[config.mk]
export PLATFORM = sky130hd
export DESIGN_NAME = cos_clock_output_startup_control
export DESIGN_NICKNAME = d
export VERILOG_FILES = /design/src/cos_clock_output_startup_control.v
export VERILOG_INCLUDE_DIRS = /design/src
export SDC_FILE = /design/constraint.sdc
export NUM_CORES = 1
export LEC_CHECK = 0
export BUFFER_PORTS_ARGS = -buffer_cell sky130_fd_sc_hd__buf_4
export CAP_MARGIN = 10
export CORE_MARGIN = 1.5
export CORE_UTILIZATION = 60
export DETAILED_ROUTE_END_ITERATION = 8
export HOLD_SLACK_MARGIN = 0.02
export PLACE_DENSITY = 0.85
export SYNTH_ARGS = -nofsm -noshare
export SYNTH_HDL_FRONTEND = slang
export SYNTH_SLANG_ARGS = --single-unit
[constraint.sdc]
create_clock -name clk -period 2.8 [get_ports clk]
set_input_delay 0.42 -clock clk [delete_from_list [all_inputs] [get_ports clk]]
set_output_delay 0.42 -clock clk [all_outputs]
set_load 0.005 [all_outputs]
[src/cos_clock_output_startup_control_map.vh]
// constants for the clock output and start-up control block
// What this block does
// - main logic runs from a clock at twice the oscillator rate
// - startup timer counts 7500 oscillator cycles
// - register writes accepted while timer counts
// - timer expiry sets the clock ready flag
// - clock output held low until first expiry
// - first expiry starts output at the selected rate, divide by 4 from reset
// - pin and software reset keep clock output
// - clock output runs through power-down
// - leaving power-down restarts timer, output continues
// - select code 000 drives output low
// - select codes pick divide 1,2,3,4,8
// - no short pulses on any output change
// - output held low 4.5 to 8 oscillator periods
// - control bits 7 to 3 read zero
// - led polarity sensed at reset, then driven
// - later led polarity changes ignored until reset
// - second led polarity sets duplex mode bit
// - no second led gives undefined duplex
// - each led has four-bit config field
// - codes 0111 activity, 1000 on, 1001 off, blinks
`ifndef COS_CLOCK_OUTPUT_STARTUP_CONTROL_MAP_VH
`define COS_CLOCK_OUTPUT_STARTUP_CONTROL_MAP_VH

`define COS_OSC_HZ 25000000
`define COS_CLK_HZ 50000000
`define COS_SUT_OSC_CYCLES 7500
`define COS_SUT_TIME_US 300
`define COS_GAP_OSC_CYCLES 4

`define COS_SEL_W 3
`define COS_SEL_RESET 3'h4
`define COS_SEL_OFF 3'h0
`define COS_SEL_DIV1 3'h1
`define COS_SEL_DIV2 3'h2
`define COS_SEL_DIV3 3'h3
`define COS_SEL_DIV4 3'h4
`define COS_SEL_DIV8 3'h5
`define COS_CTRL_PAD 5'h00

`define COS_DIV1 8'h01
`define COS_DIV2 8'h02
`define COS_DIV3 8'h03
`define COS_DIV4 8'h04
`define COS_DIV8 8'h08

`define COS_LED_ACT 4'h7
`define COS_LED_ON 4'h8
`define COS_LED_OFF 4'h9
`define COS_LED_FAST 4'ha
`define COS_LED_SLOW 4'hb

`define COS_ST_HOLD 2'h0
`define COS_ST_RUN 2'h1
`define COS_ST_GAP 2'h2
`define COS_ST_OFF 2'h3

`endif

[src/cos_clock_output_startup_control.v]
// start-up timer, glitch-free clock output divider and led polarity sensing
`include "cos_clock_output_startup_control_map.vh"

module cos_clock_output_startup_control #(
   parameter OSC_RATIO = `COS_CLK_HZ / `COS_OSC_HZ,
   parameter STARTUP_CYC = `COS_SUT_OSC_CYCLES * (`COS_CLK_HZ / `COS_OSC_HZ),
   parameter STRETCH_CYC = 2000000,
   parameter BLINK_W = 24
) (
   input wire clk, // clock
   input wire rst, // power-on reset, sync, high
   input wire sys_rst, // pin or software reset, sync, high
   input wire power_down, // power-down mode level
   input wire ccon_wr, // clock output control write strobe
   input wire [7:0] ccon_wdata, // clock output control write data
   output wire [7:0] ccon_rdata, // clock output control read data
   output wire clock_ready_flag, // startup timer expired
   output wire clock_output_pin, // divided clock output
   input wire [3:0] first_led_config, // first led config field
   input wire [3:0] second_led_config, // second led config field
   input wire tx_activity, // transmit activity pulse
   input wire rx_activity, // receive activity pulse
   input wire stretch_en, // stretch activity display
   input wire first_led_pin_i, // first led pin level
   output wire first_led_pin_o, // first led pin drive
   output wire first_led_pin_oe, // first led pin enable
   input wire second_led_pin_i, // second led pin level
   output wire second_led_pin_o, // second led pin drive
   output wire second_led_pin_oe, // second led pin enable
   output wire duplex_mode_bit // full duplex when high
);

   localparam [31:0] GAP_CYC = `COS_GAP_OSC_CYCLES * OSC_RATIO;
   localparam [31:0] SUT_LAST = STARTUP_CYC - 1;

   // half period of the output, in clk cycles
   function [7:0] half_cyc;
      input [2:0] sel;
      reg [7:0] div;
      begin
         div = `COS_DIV1;
         case (sel)
            `COS_SEL_DIV1: div = `COS_DIV1;
            `COS_SEL_DIV2: div = `COS_DIV2;
            `COS_SEL_DIV3: div = `COS_DIV3;
            `COS_SEL_DIV4: div = `COS_DIV4;
            `COS_SEL_DIV8: div = `COS_DIV8;
            default: div = `COS_DIV1;
         endcase
         half_cyc = div * OSC_RATIO[7:0] / 8'h02;
      end
   endfunction

   // codes that run the divider
   function sel_valid;
      input [2:0] sel;
      begin
         sel_valid = (sel != `COS_SEL_OFF) && (sel <= `COS_SEL_DIV8);
      end
   endfunction

   // led lit state for one config field
   function led_lit;
      input [3:0] cfg;
      input act;
      input fast;
      input slow;
      begin
         case (cfg)
            `COS_LED_ACT: led_lit = act;
            `COS_LED_ON: led_lit = 1'b1;
            `COS_LED_OFF: led_lit = 1'b0;
            `COS_LED_FAST: led_lit = fast;
            `COS_LED_SLOW: led_lit = slow;
            default: led_lit = 1'b0;
         endcase
      end
   endfunction

   // ---------------- register and startup timer ----------------
   reg [2:0] sel_ff;
   reg [7:0] rdata_ff;
   reg [31:0] sut_cnt_ff;
   reg sut_run_ff;
   reg ready_ff;
   // set by the first expiry only, so a wake never restarts the output
   reg started_ff;
   reg pd_ff;
   // timer only pauses while asleep; the restart comes on exit
   wire pd_exit = pd_ff & ~power_down;
   wire sut_expire = sut_run_ff && (sut_cnt_ff == SUT_LAST);

   // sys_rst deliberately absent: control survives pin and software reset
   always @(posedge clk) begin
      if (rst) begin
         sel_ff <= `COS_SEL_RESET;
         rdata_ff <= {`COS_CTRL_PAD, `COS_SEL_RESET};
      end else if (ccon_wr) begin
         sel_ff <= ccon_wdata[2:0];
         rdata_ff <= {`COS_CTRL_PAD, ccon_wdata[2:0]};
      end
   end

   always @(posedge clk) begin
      if (rst) begin
         sut_cnt_ff <= 32'h00000000;
         sut_run_ff <= 1'b1;
         ready_ff <= 1'b0;
         started_ff <= 1'b0;
         pd_ff <= 1'b0;
      end else begin
         pd_ff <= power_down;
         if (pd_exit) begin
            sut_cnt_ff <= 32'h00000000;
            sut_run_ff <= 1'b1;
            ready_ff <= 1'b0;
         end else if (sut_expire) begin
            sut_run_ff <= 1'b0;
            ready_ff <= 1'b1;
            started_ff <= 1'b1;
         end else if (sut_run_ff && !power_down) begin
            sut_cnt_ff <= sut_cnt_ff + 32'h00000001;
         end
      end
   end

   // ---------------- glitch-free clock output ----------------
   reg [1:0] st_ff;
   reg [1:0] nxt_st;
   reg [2:0] cur_sel_ff;
   reg [2:0] nxt_cur_sel;
   reg [7:0] cnt_ff;
   reg [7:0] nxt_cnt;
   reg out_ff;
   reg nxt_out;

   always @* begin
      nxt_st = st_ff;
      nxt_cur_sel = cur_sel_ff;
      nxt_cnt = cnt_ff;
      nxt_out = out_ff;
      case (st_ff)
         `COS_ST_HOLD: begin
            nxt_out = 1'b0;
            if (sut_expire && !started_ff) begin
               if (sel_valid(sel_ff)) begin
                  nxt_st = `COS_ST_RUN;
                  nxt_cur_sel = sel_ff;
                  nxt_cnt = half_cyc(sel_ff) - 8'h01;
                  nxt_out = 1'b1;
               end else begin
                  nxt_st = `COS_ST_OFF;
               end
            end
         end
         `COS_ST_RUN: begin
            // a change waits for a low phase so no pulse is cut short
            if (!out_ff && (sel_ff != cur_sel_ff)) begin
               nxt_st = `COS_ST_GAP;
               nxt_cnt = GAP_CYC[7:0] - 8'h01;
            end else if (cnt_ff == 8'h00) begin
               nxt_out = ~out_ff;
               nxt_cnt = half_cyc(cur_sel_ff) - 8'h01;
            end else begin
               nxt_cnt = cnt_ff - 8'h01;
            end
         end
         `COS_ST_GAP: begin
            // low time already spent in run adds to this gap, 9 to 16 clk in all
            nxt_out = 1'b0;
            if (cnt_ff != 8'h00) begin
               nxt_cnt = cnt_ff - 8'h01;
            end else if (sel_valid(sel_ff)) begin
               nxt_st = `COS_ST_RUN;
               nxt_cur_sel = sel_ff;
               nxt_cnt = half_cyc(sel_ff) - 8'h01;
               nxt_out = 1'b1;
            end else begin
               nxt_st = `COS_ST_OFF;
               nxt_cur_sel = sel_ff;
            end
         end
         `COS_ST_OFF: begin
            nxt_out = 1'b0;
            // reserved codes also keep the pin low
            if (sel_valid(sel_ff)) begin
               nxt_st = `COS_ST_GAP;
               nxt_cnt = GAP_CYC[7:0] - 8'h01;
            end
         end
         default: begin
            nxt_st = `COS_ST_OFF;
            nxt_out = 1'b0;
         end
      endcase
   end

   // only power-on reset touches the output: power-down and sys_rst leave it
   always @(posedge clk) begin
      if (rst) begin
         st_ff <= `COS_ST_HOLD;
         cur_sel_ff <= `COS_SEL_RESET;
         cnt_ff <= 8'h00;
         out_ff <= 1'b0;
      end else begin
         st_ff <= nxt_st;
         cur_sel_ff <= nxt_cur_sel;
         cnt_ff <= nxt_cnt;
         out_ff <= nxt_out;
      end
   end

   // ---------------- led polarity sense and drive ----------------
   reg a_s1_ff;
   reg a_s2_ff;
   reg b_s1_ff;
   reg b_s2_ff;
   reg sense_pend_ff;
   reg a_src_ff;
   reg b_src_ff;
   reg duplex_ff;
   reg a_o_ff;
   reg b_o_ff;
   reg oe_ff;
   reg [BLINK_W-1:0] blink_ff;
   reg [31:0] str_cnt_ff;
   reg act_ff;
   wire any_rst = rst | sys_rst;
   wire act_now = tx_activity | rx_activity;
   wire fast = blink_ff[BLINK_W-2];
   wire slow = blink_ff[BLINK_W-1];
   // fast and slow blink are the top two bits of a free-running count

   // two-flop synchronisers on the led pins
   always @(posedge clk) begin
      a_s1_ff <= first_led_pin_i;
      a_s2_ff <= a_s1_ff;
      b_s1_ff <= second_led_pin_i;
      b_s2_ff <= b_s1_ff;
   end

   // pins float during reset; external pull reveals the led wiring
   // sys_rst re-senses too, so it must last three edges
   always @(posedge clk) begin
      if (any_rst) begin
         sense_pend_ff <= 1'b1;
         oe_ff <= 1'b0;
         a_src_ff <= 1'b1;
         b_src_ff <= 1'b1;
         duplex_ff <= 1'b0;
      end else if (sense_pend_ff) begin
         sense_pend_ff <= 1'b0;
         a_src_ff <= ~a_s2_ff;
         b_src_ff <= ~b_s2_ff;
         duplex_ff <= b_s2_ff;
         oe_ff <= 1'b1;
      end
   end

   always @(posedge clk) begin
      if (any_rst) begin
         blink_ff <= {BLINK_W{1'b0}};
         str_cnt_ff <= 32'h00000000;
         act_ff <= 1'b0;
      end else begin
         blink_ff <= blink_ff + {{(BLINK_W-1){1'b0}}, 1'b1};
         if (act_now) begin
            str_cnt_ff <= STRETCH_CYC;
            act_ff <= 1'b1;
         end else if (stretch_en && (str_cnt_ff != 32'h00000000)) begin
            str_cnt_ff <= str_cnt_ff - 32'h00000001;
            act_ff <= 1'b1;
         end else begin
            str_cnt_ff <= 32'h00000000;
            act_ff <= 1'b0;
         end
      end
   end

   // source-wired led lights on high, sink-wired on low
   // first cycle after a resense still drives with the reset polarity
   always @(posedge clk) begin
      if (any_rst) begin
         a_o_ff <= 1'b0;
         b_o_ff <= 1'b0;
      end else begin
         a_o_ff <= ~(led_lit(first_led_config, act_ff, fast, slow) ^ a_src_ff);
         b_o_ff <= ~(led_lit(second_led_config, act_ff, fast, slow) ^ b_src_ff);
      end
   end

   // every output comes straight from a flip-flop
   assign ccon_rdata = rdata_ff;
   assign clock_ready_flag = ready_ff;
   assign clock_output_pin = out_ff;
   assign first_led_pin_o = a_o_ff;
   assign first_led_pin_oe = oe_ff;
   assign second_led_pin_o = b_o_ff;
   assign second_led_pin_oe = oe_ff;
   assign duplex_mode_bit = duplex_ff;

endmodule // cos_clock_output_startup_control

==> impl_metrics.py, run 1 <==
metrics = {
    "timing": {
        "tightest_slew_ns": 1.02,
        "setup_viol": 0,
        "fin_ws_ns": 0.334,
        "fin_setup_tns_ns": 0,
        "fmax_mhz": 405,
        "hold_violations": 0,
        "finalCritPeriodShare": 0.881,
        "fin_crit_ns": 2.47,
        "max_slew_margin": 0.320,
        "rsz0062_at_grt": "false",
        "slew_violations": 0,
        "fin_skew_ns": 0.00710,
    },
    "grt": {
        "grt_pass1_wl_um": 22000,
        "grt.overflow.total": 0,
        "antenna_found_initial": 0,
        "groute.usage.overall": 0.265,
        "grt_max_degree": 31,
        "grt_pass1_vias": 4811,
    },
    "placed_design": {
        "place_ws_ns": 0.448,
        "port_buffers": 30,
        "place_congestion": 0.857,
        "place.detailed.hpwl_um": 8870,
    },
    "cts": {
        "cts_made_buffers": 17,
        "cts_max_level": 4,
        "cts.path.max_buffers": 2,
        "clk_latency_ns": 0.53,
        "tritoncts": "yes",
        "clock-root-buffer": "clkbuf_8",
        "post-cts-setup-buffers": 0,
        "clock_sink_count": 121,
        "clkSlewWorstSetupHoldPaths_ns": 0.06,
    },
    "hold_path": {
        "min_path_type": "in2reg",
        "holdCritStartpoint": "ccon_wdata[2]",
        "min_delay_path_depth": 3,
    },
    "critical_path": {
        "worstRegToRegCells": 6,
        "timing.rr.start": "sut_cnt_ff[0]",
        "reg2reg_slack_ns": 0.33,
        "crit_required_ns": 3.18,
        "crit_path_max_fanout": 6,
        "crit_start": "sut_cnt_ff[0]",
        "startpoint_type": "flop",
        "worstPathArrival_ns": 2.84,
        "path_class": "reg2reg",
        "setup.worst_path.end_class": "flop",
    },
    "route": {
        "drt-total-wl_um": 13400,
        "detail-route-antenna-nets": 0,
        "routedWlPerCell_um": 15.3,
        "drt-pass1-iter-count": 5,
        "viasPerCell": 5.97,
        "drt-initial-drc-count": 208,
        "drc": 0,
        "dr_total_vias": 5235,
    },
    "logic_synthesis": {
        "ys_types": 70,
        "syn_inst": 691,
        "synthArstFlopShare": 0,
        "syn_area_sq_mm": 0.00595,
        "synth_warnings": 0,
        "yosysSeqAreaShare": 0.407,
        "ys_ff_latch": 121,
        "synth_area_per_cell_sq_um": 8.61,
        "synth_top_flop_cell": "dfxtp_1",
        "synth_edf_count": 0,
    },
    "final_layout": {
        "layout_common_cells": "dfxtp_1 (121), nor2_1 (85), xnor2_1 (44)",
        "nFillCells": 668,
        "diodes": 0,
        "layout-drive-gt1-share": 0.129,
        "layout_commonest_cell": "dfxtp_1",
        "syn_to_final_growth_pct": 17.1,
        "nNetsFinal": 766,
    },
    "die": {
        "initial_utilization": 0.614,
        "die_area_sq_mm": 0.0105,
        "core_area_sq_mm": 0.00968,
        "die_h_um": 103,
        "pin_count": 41,
        "die_w_um": 103,
        "rows": 36,
    },
    "power_and_ir_drop": {
        "power.leakage_nw": 2.59,
        "power_density_mw_per_mm2": 651,
        "ir_drop_mv": 0.365,
    },
    "run_status": {
        "outcome": "completed",
    },
    "flow_run": {
        "maxCapViolations": 0,
    },
}
-- metal layers --
layer	vias to the layer above	GRT usage	share of wire
met3	26	0.0671	0.052
met5	-	0	0
met1	2507	0.316	0.42
met2	153	0.463	0.51
met4	0	0.0948	0.016
li1	2549	-	-
-- flip-flops by register name, indices dropped and copies added (netlist names), 2 cells and up --
signal,flops
str_cnt_ff,32
sut_cnt_ff,32
blink_ff,24
cnt_ff,8
ccon_rdata,3
cur_sel_ff,3
st_ff,2
-- worst max-delay path: stages (launching register included) --
cell and delay (ns):
dfxtp_1 0.42, ha_1 0.29, nor4b_1 0.26, nand4_1 0.32, o31ai_1 0.69, mux2i_1 0.27
nor2_1 0.05
-- final timing paths --
check                   to
min          ccon_rdata[2]
max reg2reg  sut_cnt_ff[1]
min reg2reg        a_s2_ff
max          sut_cnt_ff[1]
-- Yosys cell counts (4+ instances only) --
cell type	count	area, sq um
a21o_1	4	30.0
a21oi_1	42	210
and2_1	7	43.8
and3_1	7	43.8
and4_1	7	61.3
buf_4	6	45.0
clkbuf_1	14	52.6
dfxtp_1	121	2420
ha_1	9	113
inv_1	22	82.6
mux2i_1	6	60.1
nand2_1	41	154
nand2b_1	6	37.5
nand3_1	34	170
nand3b_1	6	45.0
nand4_1	10	62.6
nor2_1	85	319
nor2b_1	8	50.1
nor3_1	26	130
nor3b_1	4	30.0
nor4_1	21	131
nor4b_1	5	43.8
o21a_1	4	30.0
o21ai_0	31	155
o31ai_1	4	30.0
or3_1	22	138
or4_1	7	52.6
or4_4	5	56.3
xnor2_1	44	385
xor2_1	25	219
-- final cells by class --
type | instances | area, sq um | share of cell area
sequential | 121 | 2420 | 0.348
multi-input combinational | 525 | 3310 | 0.475
clock buffer | 21 | 459 | 0.0659
tap | 133 | 166 | 0.0239
inverter | 23 | 86.3 | 0.0124
clock inverter | 11 | 193 | 0.0277
timing repair buffer | 43 | 328 | 0.0471
-- timing repair --
item | CTS | global route
endpoints found under the setup margin | 0 | 0
endpoints found under the hold margin | 2 | 0
resized for setup | 0 | 0
hold buffers | 2 | 0
-- logic make-up after synthesis --
family,Yosys count,synth area share
adders and majority gates,9,0.0189
and+or+nand+nor,319,0.298
xor gates and xnor gates,69,0.102
other,1,0.000630
DFF,121,0.407
muxes,7,0.0120
AOI/OAI and AO/OA,116,0.122
buffers and inverters,49,0.0387
-- power by group --
| group | internal, mW | switching, mW |
|---|---|---|
| combinational | 0.156 | 0.197 |
| sequential | 1.75 | 0.0297 |
| clock | 1.60 | 0.799 |
| total | 3.51 | 1.03 |
-- metrics by stage --
| stage | power [mW] | area [sq um] | hold WS, ns | cells | utilization |
|---|---|---|---|---|---|
| final | 4.54 | 6970 | 0.127 | 877 | 0.719 |
| after global routing | 4.66 | 6970 | 0.147 | 877 | 0.719 |
| after CTS | 4.55 | 6970 | 0.115 | 877 | 0.719 |
| after detailed placement | 2.16 | 6290 | 0.332 | 843 | 0.650 |
| after global placement | 2.14 | 6290 | 0.320 | 843 | 0.650 |
| after floorplan | 2.07 | 5960 | 0.310 | 695 | - |
Note: power is estimated with default switching activity, not from simulation.
==> run 2: changes to the inputs <==
--- a/config.mk
+++ b/config.mk
@@ -8,11 +8,12 @@
 export LEC_CHECK = 0
 export BUFFER_PORTS_ARGS = -buffer_cell sky130_fd_sc_hd__buf_4
 export CAP_MARGIN = 10
+export CORE_ASPECT_RATIO = 2
 export CORE_MARGIN = 1.5
-export CORE_UTILIZATION = 60
+export CORE_UTILIZATION = 55
 export DETAILED_ROUTE_END_ITERATION = 8
 export HOLD_SLACK_MARGIN = 0.02
-export PLACE_DENSITY = 0.85
+export PLACE_DENSITY = 0.74
 export SYNTH_ARGS = -nofsm -noshare
 export SYNTH_HDL_FRONTEND = slang
 export SYNTH_SLANG_ARGS = --single-unit
==> run 2 against run 1 <==
First-iteration DRC count down 16%. Die area up 9.2%. Combinational power about the same. Via count down 1.5%. Critical path type unchanged. Register-to-register slack better by 0.04 ns. Count of clock-buffer cells in the layout up 1. Clock power down 9.6%.
==> impl_metrics.py, run 2 (synthesis gave the netlist of run 1 again) <==
metrics = {
    "placed_design": {
        "dpl_cell_area_sq_mm": 0.00634,
        "port_buffers": 30,
        "place_congestion": 0.935,
        "dp_cells": 852,
        "place.detailed.hpwl_um": 9320,
        "place_ws_ns": 0.422,
    },
    "final_layout": {
        "layout-drive-gt1-share": 0.134,
        "layout_commonest_cell": "dfxtp_1",
        "final_area_sq_mm": 0.00693,
        "layout_common_cells": "dfxtp_1 (121), nor2_1 (85), buf_4 (46)",
        "final_core_util": 0.657,
        "final_cells": 884,
        "nNetsFinal": 769,
        "diodes": 0,
        "syn_to_final_growth_pct": 16.4,
        "reg_top3": "str_cnt_ff: 32 flops, sut_cnt_ff: 32 flops, blink_ff: 24 flops",
        "nFillCells": 867,
    },
    "die": {
        "core_area_sq_mm": 0.0105,
        "rows": 53,
        "die_w_um": 76.5,
        "initial_utilization": 0.564,
        "die_h_um": 150,
        "pin_count": 41,
        "die_area_sq_mm": 0.0115,
    },
    "timing": {
        "fin_ws_ns": 0.372,
        "hold_violations": 0,
        "slew_violations": 0,
        "setup_viol": 0,
        "tightest_slew_ns": 0.660,
        "finalCritPeriodShare": 0.867,
        "fin_setup_tns_ns": 0,
        "fin_worst_hold_slack_ns": 0.109,
        "fmax_mhz": 412,
        "max_slew_margin": 0.559,
        "fin_skew_ns": 0.00647,
        "rsz0062_at_grt": "false",
        "fin_crit_ns": 2.43,
    },
    "power_and_ir_drop": {
        "p_total_mw": 4.30,
        "switchingPower_mw": 1.01,
        "ir_drop_mv": 0.486,
        "p_int_mw": 3.29,
        "power.leakage_nw": 2.59,
        "swShare": 0.235,
        "clkPwrFrac": 0.504,
        "seqPwrFrac": 0.413,
        "power_density_mw_per_mm2": 621,
        "p_comb_frac": 0.083,
    },
    "route": {
        "dr_total_vias": 5157,
        "drt-pass1-iter-count": 4,
        "drc": 0,
        "viasPerCell": 5.83,
        "drt-initial-drc-count": 174,
        "drt-total-wl_um": 13200,
        "routedWlPerCell_um": 14.9,
        "detail-route-antenna-nets": 0,
    },
    "critical_path": {
        "path_class": "reg2reg",
        "crit_required_ns": 3.10,
        "cp_num_buf_inv": 1,
        "timing.rr.start": "sut_cnt_ff[0]",
        "crit_chain": "ha_1 -> nor4b_1 -> nand4_1 -> nor4_2 -> buf_4 -> nor3_1 -> a221o_1",
        "reg2reg_slack_ns": 0.37,
        "timing.rr.end": "cnt_ff[6]",
        "worstPathArrival_ns": 2.72,
        "setup.worst_path.end_class": "flop",
        "startpoint_type": "flop",
        "slowest_delay_ns": 0.40,
        "critical-path-top-delay-family": "simple AND/OR/NAND/NOR gates",
        "slowest_stage": "dfxtp_1",
        "worstRegToRegCells": 7,
        "crit_path_max_fanout": 7,
    },
    "hold_path": {
        "min_delay_path_depth": 1,
        "holdCritStartpoint": "first_led_pin_i",
        "min_path_type": "in2reg",
        "whs_endpoint": "a_s1_ff",
    },
    "cts": {
        "cts_resized": 0,
        "holdBufCountCts": 0,
        "clkSlewWorstSetupHoldPaths_ns": 0.05,
        "clk_latency_ns": 0.41,
        "post-cts-setup-buffers": 0,
        "cts.path.max_buffers": 2,
        "tritoncts": "yes",
        "cts_made_buffers": 17,
        "clock-root-buffer": "clkbuf_16",
        "clock_sink_count": 121,
        "cts_max_level": 4,
    },
    "grt": {
        "grt_pass1_vias": 4918,
        "grt_max_degree": 28,
        "grt.overflow.total": 0,
        "groute.usage.overall": 0.239,
        "grt_use_met3": 0.0451,
        "grt.busiest_layer": "met2",
        "globalRouteMet2Util": 0.453,
        "grt_pass1_wl_um": 22100,
        "met1_usage": 0.244,
        "antenna_found_initial": 0,
    },
    "run_status": {
        "outcome": "completed",
    },
    "flow_run": {
        "maxCapViolations": 0,
    },
}
==> run 2: cell types whose count changed in the layout (fill, tap and decap cells not counted) <==
| cell | change |
|---|---|
| buf_4 | +5 |
| dlygate4sd3_1 | -2 |
| inv_6 | +2 |
| bufinv_16 | -3 |
| clkbuf_1 | +1 |
| clkbuf_16 | +1 |
| clkinv_2 | +2 |
| clkbuf_8 | -1 |
| clkinv_4 | +1 |
| clkinvlp_4 | -3 |
==> run 2: area by class of cell <==
class	instances	area, sq um	area share
clock buffers	22	474	0.0685
clock inverters	10	116	0.0168
inverters	23	86.3	0.0125
multi-input cells	525	3310	0.478
flip-flops and latches	121	2420	0.350
well taps	137	171	0.0247
repair buffers	46	345	0.0499
==> run 2: metal layers <==
layer / vias up / share of wire
li1: 2552 / -
met1: 2424 / 0.38
met2: 136 / 0.55
met3: 45 / 0.035
met4: 0 / 0.033
met5: - / 0
==> run 2: how the worst max path moves through the flow <==
stage / from / to / slack, ns / cells past startpoint
2_1_floorplan: str_cnt_ff[27] / str_cnt_ff[7] / 0.68 / 5
3_3_place_gp: sut_cnt_ff[0] / cnt_ff[6] / 0.52 / 7
3_5_place_dp: sut_cnt_ff[0] / cnt_ff[6] / 0.42 / 7
4_1_cts: sut_cnt_ff[0] / cnt_ff[6] / 0.42 / 7
5_1_grt: sut_cnt_ff[0] / cnt_ff[6] / 0.25 / 7
6_report: sut_cnt_ff[0] / cnt_ff[6] / 0.37 / 7
==> run 2: power by group through the flow <==
stage | Clock, mW | Combinational [mW] | Sequential [mW]
after floorplan | 0 | 0.267 | 1.81
after global placement | 0 | 0.341 | 1.81
after detailed placement | 0 | 0.352 | 1.81
after CTS | 2.19 | 0.356 | 1.78
after global routing | 2.27 | 0.393 | 1.78
final | 2.17 | 0.356 | 1.78
